[src/rtl/afe_port_pkg.sv]
// Purpose: Shared constants and carriers for the converter data port
// Assumes: One 200 MHz clock; the converter half-clock is modelled in clk phases
// Notes: Register offsets are APB byte addresses
package afe_port_pkg;
  localparam int unsigned SAMPLE_W = 10;
  localparam int unsigned TRIM_W = 6;
  localparam int unsigned PIPE_STAGES = 7;
  // Pipeline delays in half-cycles of the converter clock
  localparam int unsigned LAT_I_HALF = 10;
  localparam int unsigned LAT_Q_HALF = 11;
  localparam int unsigned HIST_DEPTH = 12;
  localparam logic [SAMPLE_W-1:0] MID_CODE = 10'h200;
  localparam logic [SAMPLE_W-1:0] MAX_CODE = 10'h3ff;
  localparam logic [SAMPLE_W-1:0] MIN_CODE = 10'h000;
  // APB map
  localparam logic [7:0] OFS_CTRL = 8'h00;
  localparam logic [7:0] OFS_ITRIM = 8'h04;
  localparam logic [7:0] OFS_QTRIM = 8'h08;
  localparam logic [7:0] OFS_STATUS = 8'h0c;
  localparam logic [7:0] OFS_RXLAST = 8'h10;
  // Control field positions
  localparam int unsigned CTRL_MODE_LSB = 0;
  localparam int unsigned CTRL_MODE_W = 3;
  localparam int unsigned CTRL_FS_BIT = 7;
  localparam int unsigned CTRL_RXEN_BIT = 8;
  localparam int unsigned CTRL_TXEN_BIT = 9;
  localparam logic [31:0] CTRL_RESET = 32'h0000_0000;
  localparam logic [TRIM_W-1:0] TRIM_RESET = 6'h00;

  typedef enum logic [2:0]
  {
    PM_FULL_OFF = 3'h0,
    PM_IDLE = 3'h1,
    PM_LOW_POWER_HOLD = 3'h2,
    PM_RX_OFF_A = 3'h3,
    PM_RX_OFF_B = 3'h4,
    PM_FULL_DUPLEX = 3'h5,
    PM_RX_ONLY = 3'h6,
    PM_TX_ONLY = 3'h7
  } pwr_mode_t;

  typedef enum logic [1:0]
  {
    PH_RISE = 2'b01,
    PH_FALL = 2'b10
  } phase_t;

  typedef struct packed
  {
    logic [SAMPLE_W-1:0] inphase;
    logic [SAMPLE_W-1:0] quad;
  } iq_pair_t;

  typedef struct packed
  {
    logic [SAMPLE_W-1:0] data;
    logic oe;
    logic isQuad;
  } rx_bus_t;

  function automatic logic rxPathOn(input pwr_mode_t m, input logic en);
    rxPathOn = en && (m == PM_FULL_DUPLEX || m == PM_RX_ONLY);
  endfunction

  function automatic logic txPathOn(input pwr_mode_t m, input logic en);
    txPathOn = en && (m == PM_FULL_DUPLEX || m == PM_TX_ONLY || m == PM_RX_OFF_A
      || m == PM_RX_OFF_B);
  endfunction
endpackage

[src/rtl/afe_parallel_iq_data_port.sv]
// Purpose: Digital data port of a dual receive / dual transmit converter front end
// Assumes: The converter clock is modelled as alternating clk phases (rise, fall)
// Notes: Transmit outputs and settings are register outputs to the analog side
//
// Implementation choices: the address map and the APB interface to the registers.
`timescale 1ns/10ps
`default_nettype none
// Summary of operation
// - Both receive channels are sampled together at the rising converter edge.
// - The shared receive bus carries in-phase after rising and quadrature after falling edges.
// - In-phase data appears 5 cycles and quadrature data 5.5 cycles after sampling.
// - The receive converter is a seven-stage pipeline stepping every half cycle.
// - Receive words are 10-bit offset binary with 512 as bipolar zero.
// - The receive bus is released in off, idle, hold, transmit-only and both receive-off states.
// - In-phase transmit is captured at the falling edge, quadrature at the next rising edge.
// - Both transmit outputs update together when the quadrature word is captured.
// - The transmit full scale is selectable between two output settings.
// - Each transmit channel has its own offset trim setting.
// - Receive and transmit buses can each be disabled on their own.
// - One control bit selects the transmit full-scale setting.
// - Each offset trim is held in its own 6-bit register.
module afe_parallel_iq_data_port
  import afe_port_pkg::*;
(
  input wire logic clk,
  input wire logic reset,
  input wire logic psel,
  input wire logic penable,
  input wire logic pwrite,
  input wire logic [7:0] paddr,
  input wire logic [31:0] pwdata,
  output logic [31:0] prdata,
  output logic pready,
  output logic pslverr,
  input wire iq_pair_t rxAnalog,
  output logic [SAMPLE_W-1:0] rxSampleBusOut,
  output logic rxSampleBusOe,
  output logic rxSampleIsQuad,
  output logic convPhaseRise,
  input wire logic [SAMPLE_W-1:0] txSampleBus,
  output iq_pair_t txOut,
  output logic txFullscaleSelect,
  output logic [TRIM_W-1:0] txInphaseTrim,
  output logic [TRIM_W-1:0] txQuadTrim
);
  // Converter phase
  phase_t phase_q, phase_d;
  // Register file
  logic [31:0] ctrl_q, ctrl_d;
  logic [TRIM_W-1:0] iTrim_q, iTrim_d, qTrim_q, qTrim_d;
  logic [31:0] prdata_q, prdata_d;
  logic pready_q, pready_d, pslverr_q, pslverr_d;
  // Receive path
  rx_bus_t rxBus_q, rxBus_d;
  iq_pair_t histRd;
  logic [3:0] histIdx;
  logic [3:0] fill_q, fill_d;
  // Transmit path
  logic [SAMPLE_W-1:0] txIHold_q, txIHold_d;
  iq_pair_t txOut_q, txOut_d;

  pwr_mode_t mode;
  logic rxOn, txOn, apbAccess;

  assign mode = pwr_mode_t'(ctrl_q[CTRL_MODE_LSB +: CTRL_MODE_W]);
  assign rxOn = rxPathOn(mode, ctrl_q[CTRL_RXEN_BIT]);
  assign txOn = txPathOn(mode, ctrl_q[CTRL_TXEN_BIT]);
  assign apbAccess = psel && penable;

  always_comb
  begin
    case (phase_q)
      PH_RISE: phase_d = PH_FALL;
      PH_FALL: phase_d = PH_RISE;
      default: phase_d = PH_RISE;
    endcase
  end

  // APB slave: one wait-free access phase, unmapped reads zero with error
  always_comb
  begin
    ctrl_d = ctrl_q;
    iTrim_d = iTrim_q;
    qTrim_d = qTrim_q;
    prdata_d = prdata_q;
    pready_d = 1'b0;
    pslverr_d = 1'b0;
    if (psel && !penable)
    begin
      pready_d = 1'b1;
      prdata_d = 32'h0000_0000;
      case (paddr)
        OFS_CTRL:
        begin
          prdata_d = ctrl_q;
          if (pwrite)
          begin
            ctrl_d = pwdata & 32'h0000_0387;
          end
        end
        OFS_ITRIM:
        begin
          prdata_d = {26'h0, iTrim_q};
          if (pwrite)
          begin
            iTrim_d = pwdata[TRIM_W-1:0];
          end
        end
        OFS_QTRIM:
        begin
          prdata_d = {26'h0, qTrim_q};
          if (pwrite)
          begin
            qTrim_d = pwdata[TRIM_W-1:0];
          end
        end
        OFS_STATUS: prdata_d = {28'h0, fill_q == 4'(LAT_Q_HALF), txOn, rxOn, rxBus_q.oe};
        OFS_RXLAST: prdata_d = {22'h0, rxBus_q.data};
        default: pslverr_d = 1'b1;
      endcase
      if (!pwrite)
      begin
        ctrl_d = ctrl_q;
      end
    end
  end

  // Writes commit in the access phase so they land at the pready edge
  logic [31:0] ctrlCommit;
  logic [TRIM_W-1:0] iCommit, qCommit;
  logic [31:0] ctrlPend_q;
  logic [TRIM_W-1:0] iPend_q, qPend_q;
  always_comb
  begin
    ctrlCommit = ctrl_q;
    iCommit = iTrim_q;
    qCommit = qTrim_q;
    if (apbAccess && pready_q && pwrite && !pslverr_q)
    begin
      ctrlCommit = ctrlPend_q;
      iCommit = iPend_q;
      qCommit = qPend_q;
    end
  end

  // Receive: in-phase read at 10 half-cycles, quadrature at 11, both from one sample
  always_comb
  begin
    fill_d = fill_q;
    if (!rxOn)
    begin
      fill_d = 4'h0;
    end
    else if (fill_q != 4'(LAT_Q_HALF))
    begin
      fill_d = fill_q + 4'h1;
    end
    histIdx = (phase_q == PH_FALL) ? 4'(LAT_I_HALF - 2) : 4'(LAT_Q_HALF - 2);
    rxBus_d = rxBus_q;
    rxBus_d.oe = rxOn && (fill_q == 4'(LAT_Q_HALF));
    // Registered bus: a word chosen in a rise half shows in the half after the rising edge
    if (phase_q == PH_RISE)
    begin
      rxBus_d.data = histRd.inphase;
      rxBus_d.isQuad = 1'b0;
    end
    else
    begin
      rxBus_d.data = histRd.quad;
      rxBus_d.isQuad = 1'b1;
    end
  end

  // Sample both channels on the rising phase only; history advances each half-cycle
  iq_pair_t sampleIn;
  logic [SAMPLE_W-1:0] iSampled_q, qSampled_q;
  assign sampleIn = (phase_q == PH_RISE) ? rxAnalog : iq_pair_t'{inphase: iSampled_q,
    quad: qSampled_q};

  sample_history u_hist
  (
    .clk(clk),
    .reset(reset),
    .shift(1'b1),
    .wrData(sampleIn),
    .rdIndex(histIdx),
    .rdData(histRd)
  );

  // Transmit capture
  always_comb
  begin
    txIHold_d = txIHold_q;
    txOut_d = txOut_q;
    if (!txOn)
    begin
      txOut_d = '{inphase: MID_CODE, quad: MID_CODE};
    end
    else if (phase_q == PH_FALL)
    begin
      txIHold_d = txSampleBus;
    end
    else
    begin
      txOut_d = '{inphase: txIHold_q, quad: txSampleBus};
    end
  end

  always_ff @(posedge clk or posedge reset)
  begin
    if (reset)
    begin
      phase_q <= PH_RISE;
      ctrl_q <= CTRL_RESET;
      iTrim_q <= TRIM_RESET;
      qTrim_q <= TRIM_RESET;
      ctrlPend_q <= CTRL_RESET;
      iPend_q <= TRIM_RESET;
      qPend_q <= TRIM_RESET;
      prdata_q <= 32'h0000_0000;
      pready_q <= 1'b0;
      pslverr_q <= 1'b0;
      rxBus_q <= '{data: MID_CODE, oe: 1'b0, isQuad: 1'b0};
      fill_q <= 4'h0;
      iSampled_q <= MID_CODE;
      qSampled_q <= MID_CODE;
      txIHold_q <= MID_CODE;
      txOut_q <= '{inphase: MID_CODE, quad: MID_CODE};
    end
    else
    begin
      phase_q <= phase_d;
      ctrl_q <= ctrlCommit;
      iTrim_q <= iCommit;
      qTrim_q <= qCommit;
      ctrlPend_q <= ctrl_d;
      iPend_q <= iTrim_d;
      qPend_q <= qTrim_d;
      prdata_q <= prdata_d;
      pready_q <= pready_d;
      pslverr_q <= pslverr_d;
      rxBus_q <= rxBus_d;
      fill_q <= fill_d;
      iSampled_q <= sampleIn.inphase;
      qSampled_q <= sampleIn.quad;
      txIHold_q <= txIHold_d;
      txOut_q <= txOut_d;
    end
  end

  assign prdata = prdata_q;
  assign pready = pready_q;
  assign pslverr = pslverr_q;
  assign rxSampleBusOut = rxBus_q.data;
  assign rxSampleBusOe = rxBus_q.oe;
  assign rxSampleIsQuad = rxBus_q.isQuad;
  assign convPhaseRise = phase_q[1]; // Fall code bit: high in the cycle after a rise
  assign txOut = txOut_q;
  assign txFullscaleSelect = ctrl_q[CTRL_FS_BIT];
  assign txInphaseTrim = iTrim_q;
  assign txQuadTrim = qTrim_q;

  // Checks
  a_rx_off_release: assert property (@(posedge clk) disable iff (reset)
    !rxOn |=> !rxSampleBusOe) else $error("rx bus driven while off");
  a_rx_phase_tag: assert property (@(posedge clk) disable iff (reset)
    rxSampleBusOe |-> rxSampleIsQuad == !convPhaseRise) else $error("rx tag wrong");
  // Sampled at the edge closing a rise cycle; words are launched 10 and 11 edges later
  a_rx_i_latency: assert property (@(posedge clk) disable iff (reset)
    (phase_q == PH_RISE && rxOn) ##11 (rxOn && rxSampleBusOe && !rxSampleIsQuad)
    |-> rxSampleBusOut == $past(rxAnalog.inphase, 11)) else $error("I latency");
  a_rx_q_latency: assert property (@(posedge clk) disable iff (reset)
    (phase_q == PH_RISE && rxOn) ##12 (rxOn && rxSampleBusOe && rxSampleIsQuad)
    |-> rxSampleBusOut == $past(rxAnalog.quad, 12)) else $error("Q latency");
  a_tx_pair_update: assert property (@(posedge clk) disable iff (reset)
    (txOn && phase_q == PH_FALL) ##1 (txOn && phase_q == PH_RISE) |=>
    txOut.inphase == $past(txSampleBus, 2) && txOut.quad == $past(txSampleBus))
    else $error("tx pair");
  a_tx_hold_fall: assert property (@(posedge clk) disable iff (reset)
    (txOn && phase_q == PH_FALL) |=> $stable(txOut)) else $error("tx moved");
  a_trim_write: assert property (@(posedge clk) disable iff (reset)
    (apbAccess && pready && pwrite && paddr == OFS_ITRIM) |=>
    txInphaseTrim == $past(pwdata[TRIM_W-1:0])) else $error("trim write");
  a_fs_write: assert property (@(posedge clk) disable iff (reset)
    (apbAccess && pready && pwrite && paddr == OFS_CTRL) |=>
    txFullscaleSelect == $past(pwdata[CTRL_FS_BIT])) else $error("fs write");
  a_apb_answer: assert property (@(posedge clk) disable iff (reset)
    (psel && !penable) |=> pready) else $error("no answer");
  // A disabled transmit path parks both outputs at mid code
  a_tx_off_mid: assert property (@(posedge clk) disable iff (reset)
    !txOn |=> txOut == {MID_CODE, MID_CODE}) else $error("tx not parked");
  c_rx_live: cover property (@(posedge clk) rxSampleBusOe && rxSampleIsQuad);
  c_rx_inphase: cover property (@(posedge clk) rxSampleBusOe && !rxSampleIsQuad);
  c_tx_update: cover property (@(posedge clk) txOn && phase_q == PH_RISE);
  c_fs_high: cover property (@(posedge clk) txFullscaleSelect);
endmodule // afe_parallel_iq_data_port
`default_nettype wire

[src/rtl/sample_history.sv]
// Purpose: Shift memory that holds the receive pipeline history
// Assumes: One shift per converter half-cycle
// Notes: Read data come out of a register
`timescale 1ns/10ps
`default_nettype none
module sample_history
  import afe_port_pkg::*;
(
  input wire logic clk,
  input wire logic reset,
  input wire logic shift,
  input wire iq_pair_t wrData,
  input wire logic [3:0] rdIndex,
  output iq_pair_t rdData
);
  iq_pair_t mem_q [HIST_DEPTH];
  iq_pair_t mem_d [HIST_DEPTH];
  iq_pair_t rd_q;
  iq_pair_t rd_d;

  always_comb
  begin
    for (int i = 0; i < HIST_DEPTH; i++)
    begin
      mem_d[i] = mem_q[i];
    end
    if (shift)
    begin
      mem_d[0] = wrData;
      for (int i = 1; i < HIST_DEPTH; i++)
      begin
        mem_d[i] = mem_q[i-1];
      end
    end
    rd_d = mem_q[rdIndex];
  end

  always_ff @(posedge clk or posedge reset)
  begin
    if (reset)
    begin
      for (int i = 0; i < HIST_DEPTH; i++)
      begin
        mem_q[i] <= '{inphase: MID_CODE, quad: MID_CODE};
      end
      rd_q <= '{inphase: MID_CODE, quad: MID_CODE};
    end
    else
    begin
      mem_q <= mem_d;
      rd_q <= rd_d;
    end
  end

  assign rdData = rd_q;
endmodule // sample_history
`default_nettype wire

[config.mk]
export PLATFORM = sky130hd
export DESIGN_NAME = afe_parallel_iq_data_port
export DESIGN_NICKNAME = d
export VERILOG_FILES = /design/src/rtl/afe_port_pkg.sv /design/src/rtl/afe_parallel_iq_data_port.sv /design/src/rtl/sample_history.sv
export SDC_FILE = /design/constraint.sdc
export NUM_CORES = 1
export LEC_CHECK = 0
export BUFFER_PORTS_ARGS = -buffer_cell sky130_fd_sc_hd__clkbuf_2
export CORE_ASPECT_RATIO = 0.5
export CORE_MARGIN = 2
export CORE_UTILIZATION = 50
export DETAILED_ROUTE_END_ITERATION = 8
export GPL_ROUTABILITY_DRIVEN = 0
export PLACE_DENSITY = 0.74
export SYNTH_ARGS = -nofsm -noshare
export SYNTH_HDL_FRONTEND = slang
export SYNTH_SLANG_ARGS = --single-unit
[constraint.sdc]
create_clock -name clk -period 19.8 [get_ports clk]
set_clock_uncertainty 0.05 [all_clocks]
set_input_delay 0.99 -clock clk [delete_from_list [all_inputs] [get_ports clk]]
set_output_delay 0.99 -clock clk [all_outputs]
set_load 0.1 [all_outputs]
After elaboration in Yosys (flattened, before gate mapping). Index checks and enable logic that the tools add are counted.

Logic and storage cells: 102. Register bits: 430.

Mux-type cells: 24. $add $sub $neg: 1. Reduce and logical (&&, ||, !) cells: 17. Equal/unequal tests: 15. $lt $le $gt $ge: 1. Bitwise logic cells: 1.

Operators with widths (number): $pmux 32 s5 (1); $mux 32 (3); $bmux 20 s4 (1); $mux 20 (4); $mux 6 (6); $eq 8x4->1 const B (2); $eq 3x3->1 const B (4); $mux 10 (1); $eq 8x3->1 const B (1); $eq 8x5->1 const B (1); $logic_and 1x1->1 (8); $logic_not 8->1 (1); $mux 4 (2); $ge 5x5->1 const B (1); $mux 1 (5); $not 4->5 (1); $reduce_or 5->1 (1); $add 4x1->4 const B (1); $eq 4x4->1 const B (1); $logic_or 1x1->1 (4); $ne 4x4->1 const B (1); $eq 3x2->1 const B (1); $eq 2x1->1 const B (1); $eq 2x2->1 const B (1); 5 further kinds (6).

Depth between registers and ports, before layout.
Word-level depth: 6. Mapped depth: 8.

Modules after synthesis. From an unflattened synthesis, not the netlist that was laid out.

Cells, all modules: 1234. Area, all modules: 18675.4 um2.

By module, submodules not included: sample_history (area each 11405.9 um2, times used 1, cells an instance 715, sequential area each 6538.8 um2); afe_parallel_iq_data_port (area each 7269.5 um2, times used 1, cells an instance 519, sequential area each 4763.3 um2).

Least setup slack after synthesis. No wires, ideal clock.

Path type: input -> register. Start: input paddr[2]. End: register ctrlPend_q[7]. Required time: 19624 ps. Cell stages on the path: 7. Buffers on the path: 3. Slack: 17370 ps. Arrival: 2255 ps. Cell sequence: buf_2 -> nor2_1 -> nand4_2 -> or2_1 -> buf_6 -> buf_6 -> mux2_4.

Longest elaborated chain between the ends: 4.

RTL lines: start: declaration (line afe_parallel_iq_data_port.sv:30) `input wire logic [7:0] paddr,`; $logic_not 8->1 (line afe_parallel_iq_data_port.sv:92) `case (paddr)`; $mux 32 (line afe_parallel_iq_data_port.sv:92); $mux 32 (line afe_parallel_iq_data_port.sv:121) `if (!pwrite)`; $mux 32 (line afe_parallel_iq_data_port.sv:88) `if (psel && !penable)`; via ctrl_d[7] (line afe_parallel_iq_data_port.sv:49) `logic [31:0] ctrl_q, ctrl_d;`; end signal: assignment (line afe_parallel_iq_data_port.sv:236) `ctrlPend_q <= ctrl_d;`; end: declaration (line afe_parallel_iq_data_port.sv:131) `logic [31:0] ctrlPend_q;`.

The timed path passes the listed nets, and every way through them passes these cells. A chain may end at the register's enable or synchronous reset.

==> results.toml <==
[logic_synthesis]
yosysWarnings = 0
ys_types = 40
synth_area_um2 = 12600
synth-edff-count = 0
synth.top_cell.area_share_pct = 71.8
syn_nets = 870
synth_top_area_cell = "dfrtp_1"
syn_area_per_cell_um2 = 15.9
ys_seq_elements = 390
synth_ff_type = "dfrtp_1"
synth_area_leaders = "dfrtp_1 72%, mux2_2 9.0%, dfstp_2 5.6%, nand2_1 3.2%, a22o_1 1.7%"
synth-async-reset-ratio_pct = 100
yosysSeqAreaShare_pct = 77.4
synthCells = 794

[grt]
grt_overflow = 0
grt_util_all_layers_pct = 16.4
grt_max_degree = 152
grt_antenna_before_repair = 1
grt_pass1_wl_mm = 34.4
grt_pass1_vias = 6668

[timing]
rsz0062_at_grt = "no"
slew_viol_final = 0
hold_violations = 0
fin_crit_sh_pct = 16.6
fin_crit_ps = 3290
finalSetupViolations = 0
fin_setup_tns_ps = 0
slew_headroom_pct = 21.0
fmax_mhz = 304
tightestPinTransition_ps = 1190

[worst_setup_path]
reg2reg_depth = 4
setup.worst_path.class = "in -> async"
crit_path_end_kind = "async pin"
worstSetupStartpointType = "input port"
r2r_slack_ps = 17370
r2r_end = "txIHold_q[1]"
crit_arrival_ps = 3710
r2r-start = "ctrl_q[1]"
cp.required_ps = 20220
crit_path_max_fanout = 151

[power_and_ir_drop]
share_comb_of_total_power_pct = 3.0
power_density_nw_per_um2 = 106
power.switching_w = 0.000325
seqPwrFrac_pct = 52.8
internal-power_w = 0.00125
switching_share_pct = 20.6
peakVddDrop_mv = 0.0704
clockPowerShare_pct = 44.2
power_leakage_nw = 7.28

[layout]
synthToLayoutAreaGrowth_pct = 17.3
drive_gt1_share_pct = 35.3
utilization_pct = 59.3
fin_nets = 1007

[clocking]
insertion_delay_ps = 500
numCtsBuffers = 34
cts_tree = "yes"
path_clk_slew_ps = 70
cts_resized = 0
clockBufferDepth = 3
cts.sinks = 390
root_buffer = "clkbuf_16"
htreeDepth = 2
cts_setup_buffers = 0
hold_buffers = 0

[floorplanning]
io_pins = 155
rows = 41
coreArea_um2 = 25000
die_h_um = 116
die_w_um = 229
initial_utilization_pct = 50.5
dieArea_um2 = 26700

[hold_path]
whs_endpoint = "u_hist.mem_q[64]"
holdPathStages = 0
hp-start = "u_hist.mem_q[84]"
hold_class = "reg -> reg"

[drt]
dr.pass1.iters = 4
drc = 0
drt-wirelength-per-cell_um = 16.2
avgViaCountPerCell = 4.93
dr_total_vias = 6415
routed_wirelength_mm = 21.1
final_antenna_net_count = 0
drtIter0Drc = 374

[place]
io_buffer_count = 131
place_hpwl_mm = 12.9

[job]
drv_cap = 0

[status]
status = "finished, final reports clean"
-- power groups by stage --
| stage | Sequential [W] | Clock [W] | Combinational [W] |
|---|---|---|---|
| 2_1_floorplan | 0.000854 | 0 | 0.0000240 |
| 6_report | 0.000832 | 0.000697 | 0.0000478 |
| 5_1_grt | 0.000834 | 0.000758 | 0.0000537 |
| 3_3_place_gp | 0.000845 | 0 | 0.0000473 |
| 4_1_cts | 0.000832 | 0.000719 | 0.0000491 |
| 3_5_place_dp | 0.000847 | 0 | 0.0000489 |
-- cells in the mapped netlist, drive strengths merged, types with 3 or more instances --
library cell and instances:
dfrtp 363, nand2 108, mux2 105, dfstp 27
and2 26, a22o 24, a21oi 23, buf 19
clkbuf 17, mux2i 12, o21ai 10, nor2 8
inv 7, nand2b 7, nand3b 6, nand3 3
nor2b 3, or2 3
-- cells in the final DEF, fill, tap and decap left out, types with 3 or more instances in the layout --
cell type / n
o21ai_0: 10
mux2_2: 101
and2_1: 26
nand3_1: 3
clkinvlp_4: 3
buf_4: 6
bufinv_16: 6
clkbuf_1: 4
nor2_1: 7
dfrtp_1: 363
clkbuf_2: 131
dfstp_2: 27
mux2i_1: 12
nand3b_1: 6
inv_1: 5
a22o_1: 24
mux2_4: 4
nand2b_1: 7
clkbuf_8: 3
clkinv_2: 7
a21oi_1: 23
nand2_1: 108
clkbuf_16: 35
-- state kept, by name (all words and copies together) (netlist names) --
register        count
ctrlPend_q         32
ctrl_q             32
fill_q              4
iPend_q             6
phase_q             2
prdata             32
pready              1
pslverr             1
qPend_q             6
rxSampleBusOe       1
rxSampleBusOut     10
rxSampleIsQuad      1
txIHold_q          10
txInphaseTrim       6
txOut              20
txQuadTrim          6
u_hist.mem_q      200
u_hist.rdData      20
-- how the worst max path moves through the flow --
| stage | slack, ps | to | from |
|---|---|---|---|
| 6_report | 16510 | txIHold_q[6] | reset |
| 5_1_grt | 15980 | txIHold_q[1] | reset |
| 4_1_cts | 16400 | txIHold_q[6] | reset |
| 3_5_place_dp | 15840 | txOut[1] | reset |
| 3_3_place_gp | 15970 | txIHold_q[1] | reset |
| 2_1_floorplan | 7960 | ctrlPend_q[0] | reset |
-- routing by layer --
metal  up-vias  GRT usage [%]  share of wire, %
met5         -              0                 0
met4         0           5.50               2.5
met3        37           3.71               4.9
met2       141           26.8                49
met1      3314           22.2                44
li1       2923              -                 -
-- cells by family after synthesis --
family | after synthesis | share of synthesized area, %
mux | 117 | 10.4
flops | 390 | 77.4
fa+ha+maj | 1 | 0.0989
compound gates | 67 | 3.59
buf+inv | 43 | 1.48
xor+xnor | 3 | 0.208
simple gates | 173 | 6.75
-- per-stage QoR --
| stage | setup WS (ps) | area [um^2] | hold slack, ps | power [W] | cells |
|---|---|---|---|---|---|
| after floorplan | 7960 | 12600 | 281 | 0.000878 | 794 |
| after CTS | 16400 | 14800 | 294 | 0.00160 | 1300 |
| after detailed placement | 15840 | 13600 | 285 | 0.000896 | 1239 |
| final | 16510 | 14800 | 292 | 0.00158 | 1301 |
| after global placement | 15970 | 13600 | 283 | 0.000893 | 1239 |
| after global routing | 15980 | 14800 | 303 | 0.00165 | 1301 |
-- cell type report --
type	count	area, um^2
fill	1922	10200
inverter	7	33.8
tap	344	430
sequential	390	9790
clock buffer	42	932
clock inverter	19	264
antenna	1	2.50
timing repair buffer	137	701
multi-input combinational	361	2680
-- critical path: stages --
cell	delay [ps]
clkbuf_2	120
inv_8	620
buf_4	800
buf_4	910
Note: power is estimated with default switching activity, not from simulation.
